## config.mk

```make
export PLATFORM = sky130hd
export DESIGN_NAME = srf_framer
export DESIGN_NICKNAME = d
export VERILOG_FILES = /design/src/inc/srf_pkg.sv /design/src/inc/srf_buf_if.sv /design/src/rtl/srf_buf_mem.sv /design/src/rtl/srf_framer.sv
export SDC_FILE = /design/constraint.sdc
export NUM_CORES = 2
export LEC_CHECK = 0
export BUFFER_PORTS_ARGS = -buffer_cell sky130_fd_sc_hd__buf_2
export CAP_MARGIN = 25
export CELL_PAD_IN_SITES_DETAIL_PLACEMENT = 2
export CELL_PAD_IN_SITES_GLOBAL_PLACEMENT = 2
export CORE_UTILIZATION = 35
export CTS_CLUSTER_SIZE = 24
export DETAILED_ROUTE_END_ITERATION = 12
export PLACE_DENSITY = 0.59
export SETUP_SLACK_MARGIN = 0.5
export SLEW_MARGIN = 20
export SYNTH_ARGS = -nofsm -noshare
export SYNTH_HDL_FRONTEND = slang
export SYNTH_SLANG_ARGS = --single-unit
```

## constraint.sdc

```tcl
create_clock -name pclk -period 80.8 [get_ports pclk]
set_input_delay 16.16 -clock pclk [delete_from_list [all_inputs] [get_ports pclk]]
set_output_delay 16.16 -clock pclk [all_outputs]
set_load 0.01 [all_outputs]
```

## src/inc/srf_pkg.sv

```systemverilog
package srf_pkg;
    // ----------------------------------------------------------------
    // clock and time
    // ----------------------------------------------------------------
    localparam int CLK_HZ = 100_000_000;
    localparam int CLK_PERIOD_NS = 10;
    localparam int MS_TIME_NS = 1_000_000;
    localparam int MS_CYCLES_DEF = MS_TIME_NS / CLK_PERIOD_NS;
    localparam int SUP_TIME_MS = 3000;
    localparam int UNIT10_MS = 10;
    localparam int IDLE_CHARS = 3;

    // ----------------------------------------------------------------
    // register offsets (byte addresses)
    // ----------------------------------------------------------------
    localparam logic [11:0] ADDR_PRM = 12'h000;
    localparam logic [11:0] ADDR_CFG = 12'h004;
    localparam logic [11:0] ADDR_REQ = 12'h008;
    localparam logic [11:0] ADDR_STAT = 12'h00c;
    localparam logic [11:0] ADDR_DIAG = 12'h010;
    localparam logic [11:0] ADDR_HDR = 12'h014;

    // ----------------------------------------------------------------
    // field positions
    // ----------------------------------------------------------------
    localparam int PRM_BAUD = 0;
    localparam int PRM_PAR = 3;
    localparam int PRM_BITS8 = 5;
    localparam int PRM_ENDC = 6;
    localparam int PRM_FIXLEN = 9;
    localparam int PRM_TUNIT = 10;
    localparam int PRM_SUP = 11;
    localparam int PRM_W = 13;
    localparam int CFG_IN = 0;
    localparam int CFG_OUT = 8;
    localparam int CFG_SET_PRES = 16;
    localparam int CFG_SET_FIRST = 17;
    localparam int REQ_CMD = 0;
    localparam int REQ_TMO = 8;
    localparam int REQ_RLEN = 16;
    localparam int REQ_TMO_GIVEN = 24;
    localparam int REQ_RLEN_GIVEN = 25;
    localparam int HDR_LEN = 3;
    localparam int MAX_IO = 128;

    // ----------------------------------------------------------------
    // encodings
    // ----------------------------------------------------------------
    localparam logic [2:0] END_NONE = 3'h0;
    localparam logic [2:0] END_CR = 3'h1;
    localparam logic [2:0] END_LF = 3'h2;
    localparam logic [2:0] END_CRLF = 3'h3;
    localparam logic [2:0] END_LFCR = 3'h4;
    localparam logic [7:0] CHR_CR = 8'h0d;
    localparam logic [7:0] CHR_LF = 8'h0a;
    localparam logic [1:0] PAR_NONE = 2'h0;
    localparam logic [1:0] PAR_MAX = 2'h2;
    localparam logic [1:0] SUP_OFF = 2'h0;
    localparam logic [1:0] SUP_REQ = 2'h1;
    localparam logic [1:0] SUP_CYC = 2'h2;
    localparam logic [7:0] CNT_FIRST = 8'h01;
    localparam logic [7:0] CNT_MAX = 8'hff;

    // diagnostic flag positions
    localparam int DG_SET_ERR = 0;
    localparam int DG_OUT_OVF = 1;
    localparam int DG_OUT_LOSS = 2;
    localparam int DG_IN_OVF = 3;
    localparam int DG_IN_LOSS = 4;
    localparam int DG_IN_TMO = 5;
    localparam int DG_W = 6;
    // transfer state bit: bytes dropped while this string filled
    localparam int TS_OVF = 0;

    typedef enum logic [2:0] {
        ST_WAIT_PRM = 3'b001,
        ST_WAIT_CFG = 3'b010,
        ST_DATA_EX = 3'b100
    } srf_state_e;

    // cycles per serial bit for each baud selection
    function automatic logic [23:0] srf_bit_div(input logic [2:0] sel);
        int rate;
        case (sel)
            3'h0: rate = 1200;
            3'h1: rate = 2400;
            3'h2: rate = 4800;
            3'h3: rate = 9600;
            3'h4: rate = 19200;
            3'h5: rate = 38400;
            3'h6: rate = 57600;
            default: rate = 115200;
        endcase
        return 24'(CLK_HZ / rate);
    endfunction : srf_bit_div
endpackage : srf_pkg

```

## src/inc/srf_buf_if.sv

```systemverilog
`timescale 1ns/1ns
// string buffer port between framer and its memory
interface srf_buf_if #(parameter int AW = 8);
    logic wr_en;
    logic [AW-1:0] wr_addr;
    logic [7:0] wr_data;
    logic [AW-1:0] rd_addr;
    logic [7:0] rd_data;
    modport ctl (output wr_en, output wr_addr, output wr_data, output rd_addr, input rd_data);
    modport mem (input wr_en, input wr_addr, input wr_data, input rd_addr, output rd_data);
endinterface : srf_buf_if

```

## src/rtl/srf_buf_mem.sv

```systemverilog
`timescale 1ns/1ns
// two-bank string memory, registered read
module srf_buf_mem #(
    parameter int AW = 8
) (
    // clock
    input wire logic clk,
    // buffer port
    srf_buf_if.mem bus
);
    logic [7:0] mem [0:(1<<AW)-1];

    // one write and one registered read per cycle
    always_ff @(posedge clk) begin
        if (bus.wr_en) begin
            mem[bus.wr_addr] <= bus.wr_data;
        end
        bus.rd_data <= mem[bus.rd_addr];
    end
endmodule : srf_buf_mem

```

## src/rtl/srf_framer.sv

```systemverilog
`timescale 1ns/1ns
module srf_framer import srf_pkg::*; #(
    parameter int MAX_LEN = 128,
    parameter int MS_CYCLES = MS_CYCLES_DEF
) (
    // clock and reset
    input wire logic pclk,
    input wire logic presetn,
    // apb slave
    input wire logic psel,
    input wire logic penable,
    input wire logic pwrite,
    input wire logic [11:0] paddr,
    input wire logic [31:0] pwdata,
    output logic [31:0] prdata,
    output logic pready,
    output logic pslverr,
    // serial receive bytes
    input wire logic rx_valid,
    input wire logic [7:0] rx_data,
    // serial transmit buffer state
    input wire logic tx_busy,
    // fieldbus input area read port
    input wire logic [7:0] fb_rd_addr,
    output logic [7:0] fb_rd_data,
    // indicators
    output logic led_err,
    output logic data_ex,
    output logic new_string
);
    localparam int PW = $clog2(MAX_LEN);
    localparam int AW = PW + 1;
    localparam int LW = $clog2(MAX_LEN + 1);

    // ----------------------------------------------------------------
    // register bus decode
    // ----------------------------------------------------------------
    wire acc = psel & penable;
    wire wr = acc & pwrite;
    wire rd = acc & ~pwrite;
    wire hit_prm = paddr == ADDR_PRM;
    wire hit_cfg = paddr == ADDR_CFG;
    wire hit_req = paddr == ADDR_REQ;
    wire hit_stat = paddr == ADDR_STAT;
    wire hit_diag = paddr == ADDR_DIAG;
    wire hit_hdr = paddr == ADDR_HDR;
    wire hit_any = hit_prm | hit_cfg | hit_req | hit_stat | hit_diag | hit_hdr;
    wire wr_prm = wr & hit_prm;
    wire wr_cfg = wr & hit_cfg;
    wire wr_req = wr & hit_req;
    wire rd_diag = rd & hit_diag;

    srf_state_e state;
    srf_state_e next_state;
    logic [PRM_W-1:0] prm;
    logic [23:0] cfg;
    logic [DG_W-1:0] diag;
    logic [DG_W-1:0] next_diag;
    logic [7:0] hdr_state;
    logic [7:0] hdr_len;
    logic [7:0] hdr_cnt;

    // parameter field views
    wire [2:0] baud_sel = prm[PRM_BAUD +: 3];
    wire [1:0] par_sel = prm[PRM_PAR +: 2];
    wire bits8 = prm[PRM_BITS8];
    wire [2:0] endc = prm[PRM_ENDC +: 3];
    wire fixlen = prm[PRM_FIXLEN];
    wire tunit10 = prm[PRM_TUNIT];
    wire [1:0] sup_mode = prm[PRM_SUP +: 2];

    // read mux; one-cycle access, no wait states
    assign pready = 1'b1;
    assign pslverr = acc & ~hit_any;
    assign prdata = !rd ? 32'h0000_0000 :
        hit_prm ? {{(32-PRM_W){1'b0}}, prm} :
        hit_cfg ? {8'h00, cfg} :
        hit_stat ? {28'h000_0000, led_err, state} :
        hit_diag ? {{(32-DG_W){1'b0}}, diag} :
        hit_hdr ? {8'h00, hdr_cnt, hdr_len, hdr_state} : 32'h0000_0000;

    // ----------------------------------------------------------------
    // start-up sequencing
    // ----------------------------------------------------------------
    wire prm_ok = (pwdata[PRM_PAR +: 2] <= PAR_MAX) & (pwdata[PRM_ENDC +: 3] <= END_LFCR)
        & (pwdata[PRM_SUP +: 2] <= SUP_CYC);
    wire [7:0] w_in = pwdata[CFG_IN +: 8];
    wire [7:0] w_out = pwdata[CFG_OUT +: 8];
    wire set_ok = pwdata[CFG_SET_PRES] & pwdata[CFG_SET_FIRST];
    wire len_ok = (w_in != 8'h00) & (w_in <= 8'(MAX_IO)) & (w_out != 8'h00)
        & (w_out <= 8'(MAX_IO));
    wire cfg_ok = (state == ST_WAIT_CFG) & set_ok & len_ok;
    // any failing set-up step is an error
    wire setup_err = (wr_prm & ~prm_ok) | (wr_cfg & ~cfg_ok);

    always_comb begin
        next_state = state;
        case (state)
            ST_WAIT_PRM: if (wr_prm & prm_ok) next_state = ST_WAIT_CFG;
            ST_WAIT_CFG: if (wr_cfg) next_state = cfg_ok ? ST_DATA_EX : ST_WAIT_PRM;
            ST_DATA_EX: if (wr_prm & prm_ok) next_state = ST_WAIT_CFG;
            default: next_state = ST_WAIT_PRM;
        endcase
        if (setup_err) next_state = ST_WAIT_PRM;
    end

    // state, stored parameters and indicator
    always_ff @(posedge pclk or negedge presetn) begin
        if (!presetn) begin
            state <= ST_WAIT_PRM;
            prm <= '0;
            cfg <= '0;
            led_err <= 1'b0;
        end else begin
            state <= next_state;
            if (wr_prm & prm_ok) prm <= pwdata[PRM_W-1:0];
            if (cfg_ok & wr_cfg) cfg <= pwdata[23:0];
            if (setup_err) led_err <= 1'b1;
            else if (next_state == ST_DATA_EX) led_err <= 1'b0;
        end
    end
    assign data_ex = state == ST_DATA_EX;

    // ----------------------------------------------------------------
    // request telegram handling
    // ----------------------------------------------------------------
    logic [7:0] last_cmd;
    logic cmd_seen;
    logic [7:0] rlen;
    logic [7:0] tmo_val;
    logic tmo_have;
    wire req_take = wr_req & data_ex;
    wire [7:0] req_cmd = pwdata[REQ_CMD +: 8];

    // timeout and count kept unless a request supplies them
    always_ff @(posedge pclk or negedge presetn) begin
        if (!presetn) begin
            last_cmd <= 8'h00;
            cmd_seen <= 1'b0;
            rlen <= 8'h00;
            tmo_val <= 8'h00;
            tmo_have <= 1'b0;
        end else if (req_take) begin
            last_cmd <= req_cmd;
            cmd_seen <= 1'b1;
            if (pwdata[REQ_RLEN_GIVEN]) rlen <= pwdata[REQ_RLEN +: 8];
            if (pwdata[REQ_TMO_GIVEN]) begin
                tmo_val <= pwdata[REQ_TMO +: 8];
                tmo_have <= 1'b1;
            end
        end
    end

    // ----------------------------------------------------------------
    // character timing
    // ----------------------------------------------------------------
    logic [23:0] bdiv;
    logic [5:0] gap_bits;
    logic [16:0] ms_cnt;
    logic [3:0] dec10;
    logic [8:0] tmo_units;
    wire [23:0] bit_div = srf_bit_div(baud_sel);
    wire bit_tick = bdiv == bit_div - 24'h00_0001;
    wire ms_tick = ms_cnt == 17'(MS_CYCLES - 1);
    // unit of one or ten milliseconds
    wire unit_tick = ms_tick & (!tunit10 | (dec10 == 4'(UNIT10_MS - 1)));
    wire [5:0] char_bits = 6'h02 + (bits8 ? 6'h08 : 6'h07)
        + ((par_sel != PAR_NONE) ? 6'h01 : 6'h00);
    wire [5:0] idle_bits = 6'(char_bits * IDLE_CHARS);

    // bit divider restarts at every byte so gaps are measured from it; ms divider runs free
    always_ff @(posedge pclk or negedge presetn) begin
        if (!presetn) begin
            bdiv <= '0;
            gap_bits <= '0;
            ms_cnt <= '0;
            dec10 <= '0;
            tmo_units <= '0;
        end else begin
            bdiv <= (bit_tick | rx_valid) ? 24'h00_0000 : bdiv + 24'h00_0001;
            ms_cnt <= ms_tick ? 17'h0_0000 : ms_cnt + 17'h0_0001;
            if (ms_tick) dec10 <= (dec10 == 4'(UNIT10_MS - 1)) ? 4'h0 : dec10 + 4'h1;
            if (rx_valid) begin
                gap_bits <= '0;
                tmo_units <= '0;
            end else begin
                if (bit_tick & (gap_bits != 6'h3f)) gap_bits <= gap_bits + 6'h01;
                if (unit_tick & (tmo_units != 9'h1ff)) tmo_units <= tmo_units + 9'h001;
            end
        end
    end

    // ----------------------------------------------------------------
    // string framing
    // ----------------------------------------------------------------
    logic [LW-1:0] len;
    logic [7:0] prev_byte;
    logic w_bank;
    logic str_ovf;
    wire frame_on = data_ex;
    wire take = frame_on & rx_valid;
    wire full = len == LW'(MAX_LEN);
    wire [LW-1:0] len_inc = len + LW'(1);
    wire tmo_mode = (endc == END_NONE) & ~fixlen;
    wire end_hit = (endc == END_CR & rx_data == CHR_CR)
        | (endc == END_LF & rx_data == CHR_LF)
        | (endc == END_CRLF & prev_byte == CHR_CR & rx_data == CHR_LF & len != '0)
        | (endc == END_LFCR & prev_byte == CHR_LF & rx_data == CHR_CR & len != '0);
    wire cnt_hit = fixlen & (rlen != 8'h00) & (8'(len_inc) >= rlen);
    wire byte_close = take & ~full & (end_hit | cnt_hit);
    wire tmo_exp = tmo_have ? (tmo_units > {1'b0, tmo_val}) : (gap_bits >= char_bits);
    // three idle characters end a short string
    wire idle_exp = ~tmo_mode & (gap_bits >= idle_bits);
    wire idle_close = frame_on & ~rx_valid & (len != '0) & (tmo_mode ? tmo_exp : idle_exp);
    wire close = byte_close | idle_close;
    wire [LW-1:0] close_len = byte_close ? len_inc : len;
    wire in_ovf = take & full;

    srf_buf_if #(.AW(AW)) buf_bus ();
    // payload into the filling bank; the other bank is presented
    assign buf_bus.wr_en = take & ~full;
    assign buf_bus.wr_addr = {w_bank, len[PW-1:0]};
    assign buf_bus.wr_data = rx_data;

    // fill count, bank swap and header capture
    always_ff @(posedge pclk or negedge presetn) begin
        if (!presetn) begin
            len <= '0;
            prev_byte <= 8'h00;
            w_bank <= 1'b0;
            str_ovf <= 1'b0;
            hdr_state <= 8'h00;
            hdr_len <= 8'h00;
            hdr_cnt <= 8'h00;
            new_string <= 1'b0;
        end else begin
            new_string <= close;
            if (take) prev_byte <= rx_data;
            if (close) begin
                len <= '0;
                w_bank <= ~w_bank;
                str_ovf <= 1'b0;
                hdr_state <= 8'(str_ovf) << TS_OVF;
                hdr_len <= 8'(close_len);
                hdr_cnt <= (hdr_cnt == CNT_MAX) ? CNT_FIRST : hdr_cnt + 8'h01;
            end else if (take & ~full) begin
                len <= len_inc;
            end else if (in_ovf) begin
                str_ovf <= 1'b1;
            end
        end
    end

    // ----------------------------------------------------------------
    // input supervision
    // ----------------------------------------------------------------
    logic [11:0] sup_cnt;
    logic sup_run;
    wire sup_exp = sup_run & ms_tick & (sup_cnt == 12'(SUP_TIME_MS - 1));
    wire sup_req = data_ex & (sup_mode == SUP_REQ);
    wire sup_cyc = data_ex & (sup_mode == SUP_CYC);

    always_ff @(posedge pclk or negedge presetn) begin
        if (!presetn) begin
            sup_cnt <= '0;
            sup_run <= 1'b0;
        end else if (sup_req & req_take) begin
            sup_cnt <= '0;
            sup_run <= 1'b1;
        end else if ((sup_req & rx_valid) | ~(sup_req | sup_cyc)) begin
            sup_cnt <= '0;
            sup_run <= 1'b0;
        end else if (sup_cyc & (close | sup_exp | ~sup_run)) begin
            sup_cnt <= '0;
            sup_run <= 1'b1;
        end else if (sup_exp) begin
            sup_cnt <= '0;
            sup_run <= 1'b0;
        end else if (sup_run & ms_tick) begin
            sup_cnt <= sup_cnt + 12'h001;
        end
    end

    // ----------------------------------------------------------------
    // diagnostics
    // ----------------------------------------------------------------
    // new events beat a clear in the same cycle
    always_comb begin
        next_diag = rd_diag ? '0 : diag;
        if (wr_cfg & (state == ST_WAIT_CFG) & ~set_ok) next_diag[DG_SET_ERR] = 1'b1;
        if (req_take & tx_busy) next_diag[DG_OUT_OVF] = 1'b1;
        if (req_take & cmd_seen & (req_cmd != last_cmd + 8'h01)) next_diag[DG_OUT_LOSS] = 1'b1;
        if (in_ovf) next_diag[DG_IN_OVF] = 1'b1;
        if (sup_exp) begin
            next_diag[DG_IN_LOSS] = 1'b1;
            next_diag[DG_IN_TMO] = 1'b1;
        end
    end

    always_ff @(posedge pclk or negedge presetn) begin
        if (!presetn) diag <= '0;
        else diag <= next_diag;
    end

    // ----------------------------------------------------------------
    // fieldbus read path
    // ----------------------------------------------------------------
    srf_buf_mem #(.AW(AW)) u_mem (
        .clk(pclk),
        .bus(buf_bus)
    );

    logic is_hdr;
    logic [7:0] hdr_pick;
    wire [7:0] pay_idx = fb_rd_addr - 8'(HDR_LEN);
    assign buf_bus.rd_addr = {~w_bank, pay_idx[PW-1:0]};

    // two-stage read to line header up with the memory latency
    always_ff @(posedge pclk or negedge presetn) begin
        if (!presetn) begin
            is_hdr <= 1'b1;
            hdr_pick <= 8'h00;
            fb_rd_data <= 8'h00;
        end else begin
            is_hdr <= fb_rd_addr < 8'(HDR_LEN);
            hdr_pick <= (fb_rd_addr == 8'h00) ? hdr_state :
                (fb_rd_addr == 8'h01) ? hdr_len : hdr_cnt;
            fb_rd_data <= is_hdr ? hdr_pick : buf_bus.rd_data;
        end
    end
endmodule : srf_framer

```

* After elaboration in Yosys (flattened, before gate mapping) *
Memories as Yosys holds them, arrays and structs flattened. A register that Yosys moved wholly into a read port is not among the register bits.
Index checks and enable logic that the tools add are counted.

storage, ports and cells
  register bits after elaboration = 199
  RAM bits = 2,048
  bits of input ports = 67
  output and inout port bits = 45
  word-level logic and storage cells = 256
  memories kept = 1

memory list
  memory     words  width  read ports  clocked after memory_dff  wr ports  line               RTL
  u_mem.mem  256    8      1           1                         1         srf_buf_mem.sv:11  logic [7:0] mem [0:(1<<AW)-1];

operators by class
  add/subtract/negate cells = 13
  multiply operators = 1
  div/mod/pow operators = 1
  $lt $le $gt $ge = 10
  eq/ne operators = 36
  muxes and demuxes = 52
  bitwise gates (word level) = 84
  reduce and logical (&&, ||, !) cells = 26

operator list
  operator                                            number
  two-way mux 24 bit                                  7
  case mux 17 bit (7 select lines)                    1
  two-way mux 12 bit                                  5
  two-way mux 8 bit                                   7
  AND 1 bit                                           55
  divider 28 x 32 -> 32 bit, first input constant     1
  == test 8 x 4 -> 1 bit, second input constant       4
  nonzero test 8 bit                                  4
  adder 24 x 1 -> 24 bit, second input constant       1
  adder 8 x 1 -> 8 bit, second input constant         3
  == test 12 x 4 -> 1 bit, second input constant      2
  == test 12 x 5 -> 1 bit, second input constant      2
  == test 24 bit                                      1
  subtractor 24 x 1 -> 24 bit, second input constant  1
  nonzero test 2 bit                                  11
  == test 3 bit, second input constant                6
  two-way mux 1 bit                                   18
  two-way mux 6 bit                                   3
  two-way mux 9 bit                                   2
  adder 17 x 1 -> 17 bit, second input constant       1
  == test 17 bit, second input constant               1
  two-way mux 17 bit                                  1
  bitwise OR 1 bit                                    17
  == test 8 bit, second input constant                2
  40 further kinds                                    67

* Depth between registers and ports, before layout *
  depth in word-level cells = 15
  depth in mapped cells = 236
  depth with buffers taken out = 213

* Modules after synthesis *
From an unflattened synthesis, not the netlist that was laid out.

second synthesis, totals
  cell total of the unflattened synthesis = 7,286
  area total of the unflattened synthesis = 106,622.3 um^2

modules (own cells, without submodules)
  module       times used  cells each  area an instance (um^2)
  srf_buf_mem  1           3,733       79,556.3
  srf_framer   1           3,553       27,066.0

* Worst setup path after synthesis *
OpenSTA, ideal clock, no wires.

  path type = register -> register
  start point = register prm[0]
  end point = register gap_bits[2]
  data arrival time = 43.815 ns
  data required time = 80.713 ns
  setup slack = 36.898 ns
  cell stages (with the launch flop) = 226
  path buffers = 24
  clock period less this slack = 43.902 ns
  cells stage by stage = dfrtp_1 > clkbuf_1 > inv_1 > clkbuf_1 > nand2_1 > nand2_1 > and2_1 > clkbuf_1 > inv_1 > nand2_1 > ha_1 > nand2b_1 > o21a_1 > or3_1 > buf_2 > clkinv_2 > and2_1 > ha_1 > [190 not listed] > nor2b_1 > o21ai_0 > nand2b_1 > a21oi_1 > o21ai_0 > a21o_1 > a211oi_1 > o221ai_1 > or3_1 > nor4_1 > ha_1 > xnor2_1 > nor3_1 > nand4_1 > nor3_1 > o2111ai_1 > or4b_1 > a211oi_2

between the ends
  word-level cells in the longest chain between the ends = 7

RTL lines
  element                                      line               RTL
  start, declared                              srf_framer.sv:55   logic [PRM_W-1:0] prm;
  start signal, assigned                       srf_framer.sv:116  if (wr_prm & prm_ok) prm <= pwdata[PRM_W-1:0];
  == test 3 bit, or another cell as far along  srf_pkg.sv:84      case (sel)
  case mux 17 bit (7 select lines) *           srf_pkg.sv:84
  divider 28 x 32 -> 32 bit *                  srf_pkg.sv:94      return 24'(CLK_HZ / rate);
  subtractor 24 x 1 -> 24 bit *                srf_framer.sv:163  wire bit_tick = bdiv == bit_div - 24'h00_0001;
  == test 24 bit *                             srf_framer.sv:163
  AND 1 bit *                                  srf_framer.sv:187  if (bit_tick & (gap_bits != 6'h3f)) gap_bits <= gap_bits + 6'h01;
  nonzero test 2 bit (no source line) *        --
  end signal, assigned                         srf_framer.sv:187
  end, declared                                srf_framer.sv:158  logic [5:0] gap_bits;

Every way passes the cells marked *; elsewhere a longest branch is shown, timed or not.
A chain may end at the register's enable or synchronous reset.

* Worst setup path in the final report *
  start point = register prm[1]
  end point = register gap_bits[4]

The elaborated chain is that of the path after synthesis.

==> key figures <==
Run status
  • Run status: finished, final reports clean

Job
  • Max-cap violation count: 0

Global route
  • Largest net degree at the start of global routing: 200
  • Vias in the first global route: 69298
  • First-pass GRT wire length: approximately 510 mm
  • Initial antenna violation count: 24
  • Total track usage: a little under a quarter
  • GRT Residual Overflow: 0

Routing
  • Via Count: 63863
  • Antenna-violating nets left: 0
  • DRC: 0
  • Pre-Repair DR Iteration Count: 6
  • Initial detailed-routing violation count: around 4800
  • Drt wl/cell: 31.44 um
  • DR vias/cell: 5.721
  • WL final: roughly 350 mm

Worst hold path
  • Min-Delay Path Depth: 1
  • Worst min-delay path class: reg2reg

Cells and area
  • P&R area growth vs syn: 12.52%
  • Most common cell after layout, fill and taps aside: edfxtp_1
  • Fillers: slightly below 30000
  • Share of layout cells above drive strength 1: between 20% and 30%
  • Nets@finish: between 7000 and 8000
  • Most frequent cells in the layout: 2048 x edfxtp_1, 648 x mux4_2, 605 x nor2_1, 386 x nand2_1, 280 x a21oi_1
  • Final cell count without fillers: 11162

Timing
  • Max transition margin: ~14%
  • Final setup fails: 0
  • F_max: between 15 and 20 MHz
  • Final min period: roughly 55 ns
  • Worst Tran Pin Value: 1.289 ns
  • Unrepaired setup endpoints after global routing: no
  • Final TNS setup: 0 ns
  • Clk_skew: between 0.05 and 0.06 ns
  • Final Cycle Share: 67.58%
  • Min Hold Slack: roughly 0.46 ns
  • Final slew viol count: 0
  • Final Hold Fails: 0

Placement
  • IO Port Bufs: between 90 and 100
  • Placed insts: between 10000 and 15000
  • Final GP Congestion: 0.8056
  • Detailed placer's ending HPWL: approximately 230 mm

Pwr
  • Leakage: between 30 and 40 nW
  • Seq pwr share: between 40% and 50%
  • Peak supply drop: between 0.00002 and 0.000025 V
  • Switching Share: 25.20%
  • Comb power frac: 12.5%
  • Net switching power: between 0.6 and 0.7 mW
  • PnR Total Power: between 2 and 3 mW
  • Clock Power Share: 40.5%
  • PD cells: roughly 23 nW/um^2
  • Internal power: 2.036 mW

Floorplan
  • Starting Density: 35.30%
  • Die area: 305300 um^2
  • Die Y: around 550 um
  • Row Count: roughly 200
  • Core area: 300500 um^2
  • DIE WIDTH: approximately 550 um
  • Io pins: approximately 110

Yosys
  • Number of synthesized flops with an enable pin: approximately 2000
  • Synth Flop Type: edfxtp_1
  • Async S/R FF share, synth: approximately 8.8%
  • Synthesized area: 106100 um^2
  • Netlist cell types: around 140
  • #FFs+latches synth: 2254
  • Post-synthesis sequential area ratio: a little over three fifths
  • Avg Inst Size Synth: around 15 um^2
  • Syn Inst Count: 6857
  • Syn. warnings: 0

Clock network
  • CTS sink cnt: roughly 2300
  • Root Driver: clkbuf_16
  • Clock Pin Slew Worst Setup and Hold Paths: ~0.060 ns
  • # H-tree levels: 4
  • CTS tree: yes
  • Number of setup buffers added after CTS: 0
  • Clock Latency Late Sink: around 0.88 ns
  • CTS buffer count: 239
  • CTS max path bufs: 4
  • Post-cts sizing count: 0
  • Post-CTS Hold Buffers: 0

Worst setup path
  • Crit. End Element: flip-flop
  • CP required: 81.52 ns
  • Reg-to-reg slack, setup: between 20 and 30 ns
  • R2R depth: 198
  • Most frequent cell on the critical path: ha_1
  • Crit Path Max Fanout: 23
  • Slowest stage delay, CP: 0.86 ns
  • Crit path kind: reg2reg
  • Crit-path slowest cell: nor2_1
  • Kind of start point of the critical path: flip-flop
  • CP arrival: approximately 55 ns
## power by group through the flow
stage / clock [mW] / sequential, mW / combinational, mW
CTS: 1.13 / 1.28 / 0.346
global route: 1.16 / 1.28 / 0.366
detailed placement: 0 / 1.30 / 0.344
floorplan: 0 / 1.30 / 0.214
global placement: 0 / 1.30 / 0.338
finish: 1.10 / 1.28 / 0.340
## cells by family (layout without fill, tap and decap cells)
kind of cell	after synthesis	after routing	synth area share [%]
xor+xnor	268	268	2.246
other cells	2	21	0.007080
buf+inv	470	798	1.769
fa+ha+maj	226	226	2.670
compound gates	1099	1099	7.116
mux	842	842	15.71
flops	2254	2254	62.80
simple gates	1696	1696	7.684
## metrics by stage
stage          instance area (um^2)  utilization, %  worst slack, ns
2_1_floorplan                106100               -            36.90
3_3_place_gp                 111600           37.12            26.32
5_1_grt                      119400           39.71            22.44
6_report                     119400           39.72            26.20
4_1_cts                      119300           39.70            25.34
3_5_place_dp                 111600           37.12            25.77
## area by class of cell
type,instances,area [um^2],area share [%]
clock inverter,162,1567,1.312
tap,3958,4952,4.149
multi-input combinational,4147,37820,31.69
sequential,2254,66620,55.81
clock buffer,278,6190,5.186
antenna,5,12.51,0.01048
timing repair buffer,241,1758,1.473
inverter,117,440.4,0.3690
## registers in the layout (all words and copies together) (netlist names), 3 cells and up
name and count:
cfg 24, hdr_pick 8, prev_byte 8, hdr_len 8, gap_bits 6, hdr_cnt 8
dec10 4, rlen 8, sup_cnt 12, prm 13, last_cmd 8, fb_rd_data 8
u_mem.bus.rd_data 8, bdiv 24, u_mem.mem 2048, tmo_val 8, diag 5, len 8
tmo_units 9, state 3, ms_cnt 17
## final timing paths
check / start / end
max: prm[1]$_DFFE_PN0P_ / gap_bits[4]$_DFFE_PN0P_
min: u_mem.bus.rd_data[3]$_DFF_P_ / fb_rd_data[3]$_DFF_PN0_
max reg2reg: prm[1]$_DFFE_PN0P_ / gap_bits[4]$_DFFE_PN0P_
min reg2reg: u_mem.bus.rd_data[3]$_DFF_P_ / fb_rd_data[3]$_DFF_PN0_
max in group asynchronous: presetn / cfg[22]$_DFFE_PN0P_
min in group asynchronous: presetn / last_cmd[4]$_DFFE_PN0P_
## synthesized netlist by cell type, types with 60 or more instances
cell	number	share of area, %
xor2_1	99	0.82
xnor2_1	166	1.4
buf_1	81	0.29
nor2b_1	85	0.50
clkbuf_1	240	0.85
a21o_1	86	0.61
nand3_1	121	0.57
a211oi_1	73	0.52
mux4_2	648	14
mux2i_1	95	0.90
inv_1	110	0.39
nor3_1	78	0.37
mux2_2	93	0.99
o21ai_0	179	0.84
nor2_1	608	2.2
edfxtp_1	2048	58
a21oi_1	283	1.3
dfrtp_1	196	4.6
nand2b_1	60	0.35
ha_1	224	2.6
nand2_1	402	1.4
## worst max-delay path, delay by kind of cell (launching register included)
kind	cells	cell delay, ns
multiplexers	6	2.02
flip-flops	1	0.58
AND/OR/NAND/NOR	57	14.39
AO/OA/AOI/OAI	96	24.33
XOR/XNOR	5	1.15
adder cells (fa/ha/maj)	22	8.36
buffers and inverters	12	3.46
## per-layer routing
| layer | share of wire, % | up-vias | global-route usage [%] | routed length, um |
|---|---|---|---|---|
| met5 | 0.0037 | - | 0 | 13 |
| met4 | 2.2 | 2 | 4.982 | 7777 |
| met3 | 3.8 | 391 | 2.335 | 13310 |
| met2 | 50 | 1405 | 39.72 | 177200 |
| met1 | 43 | 34493 | 30.48 | 152600 |
| li1 | - | 27572 | - | - |
(Power assumes the default switching activity.)
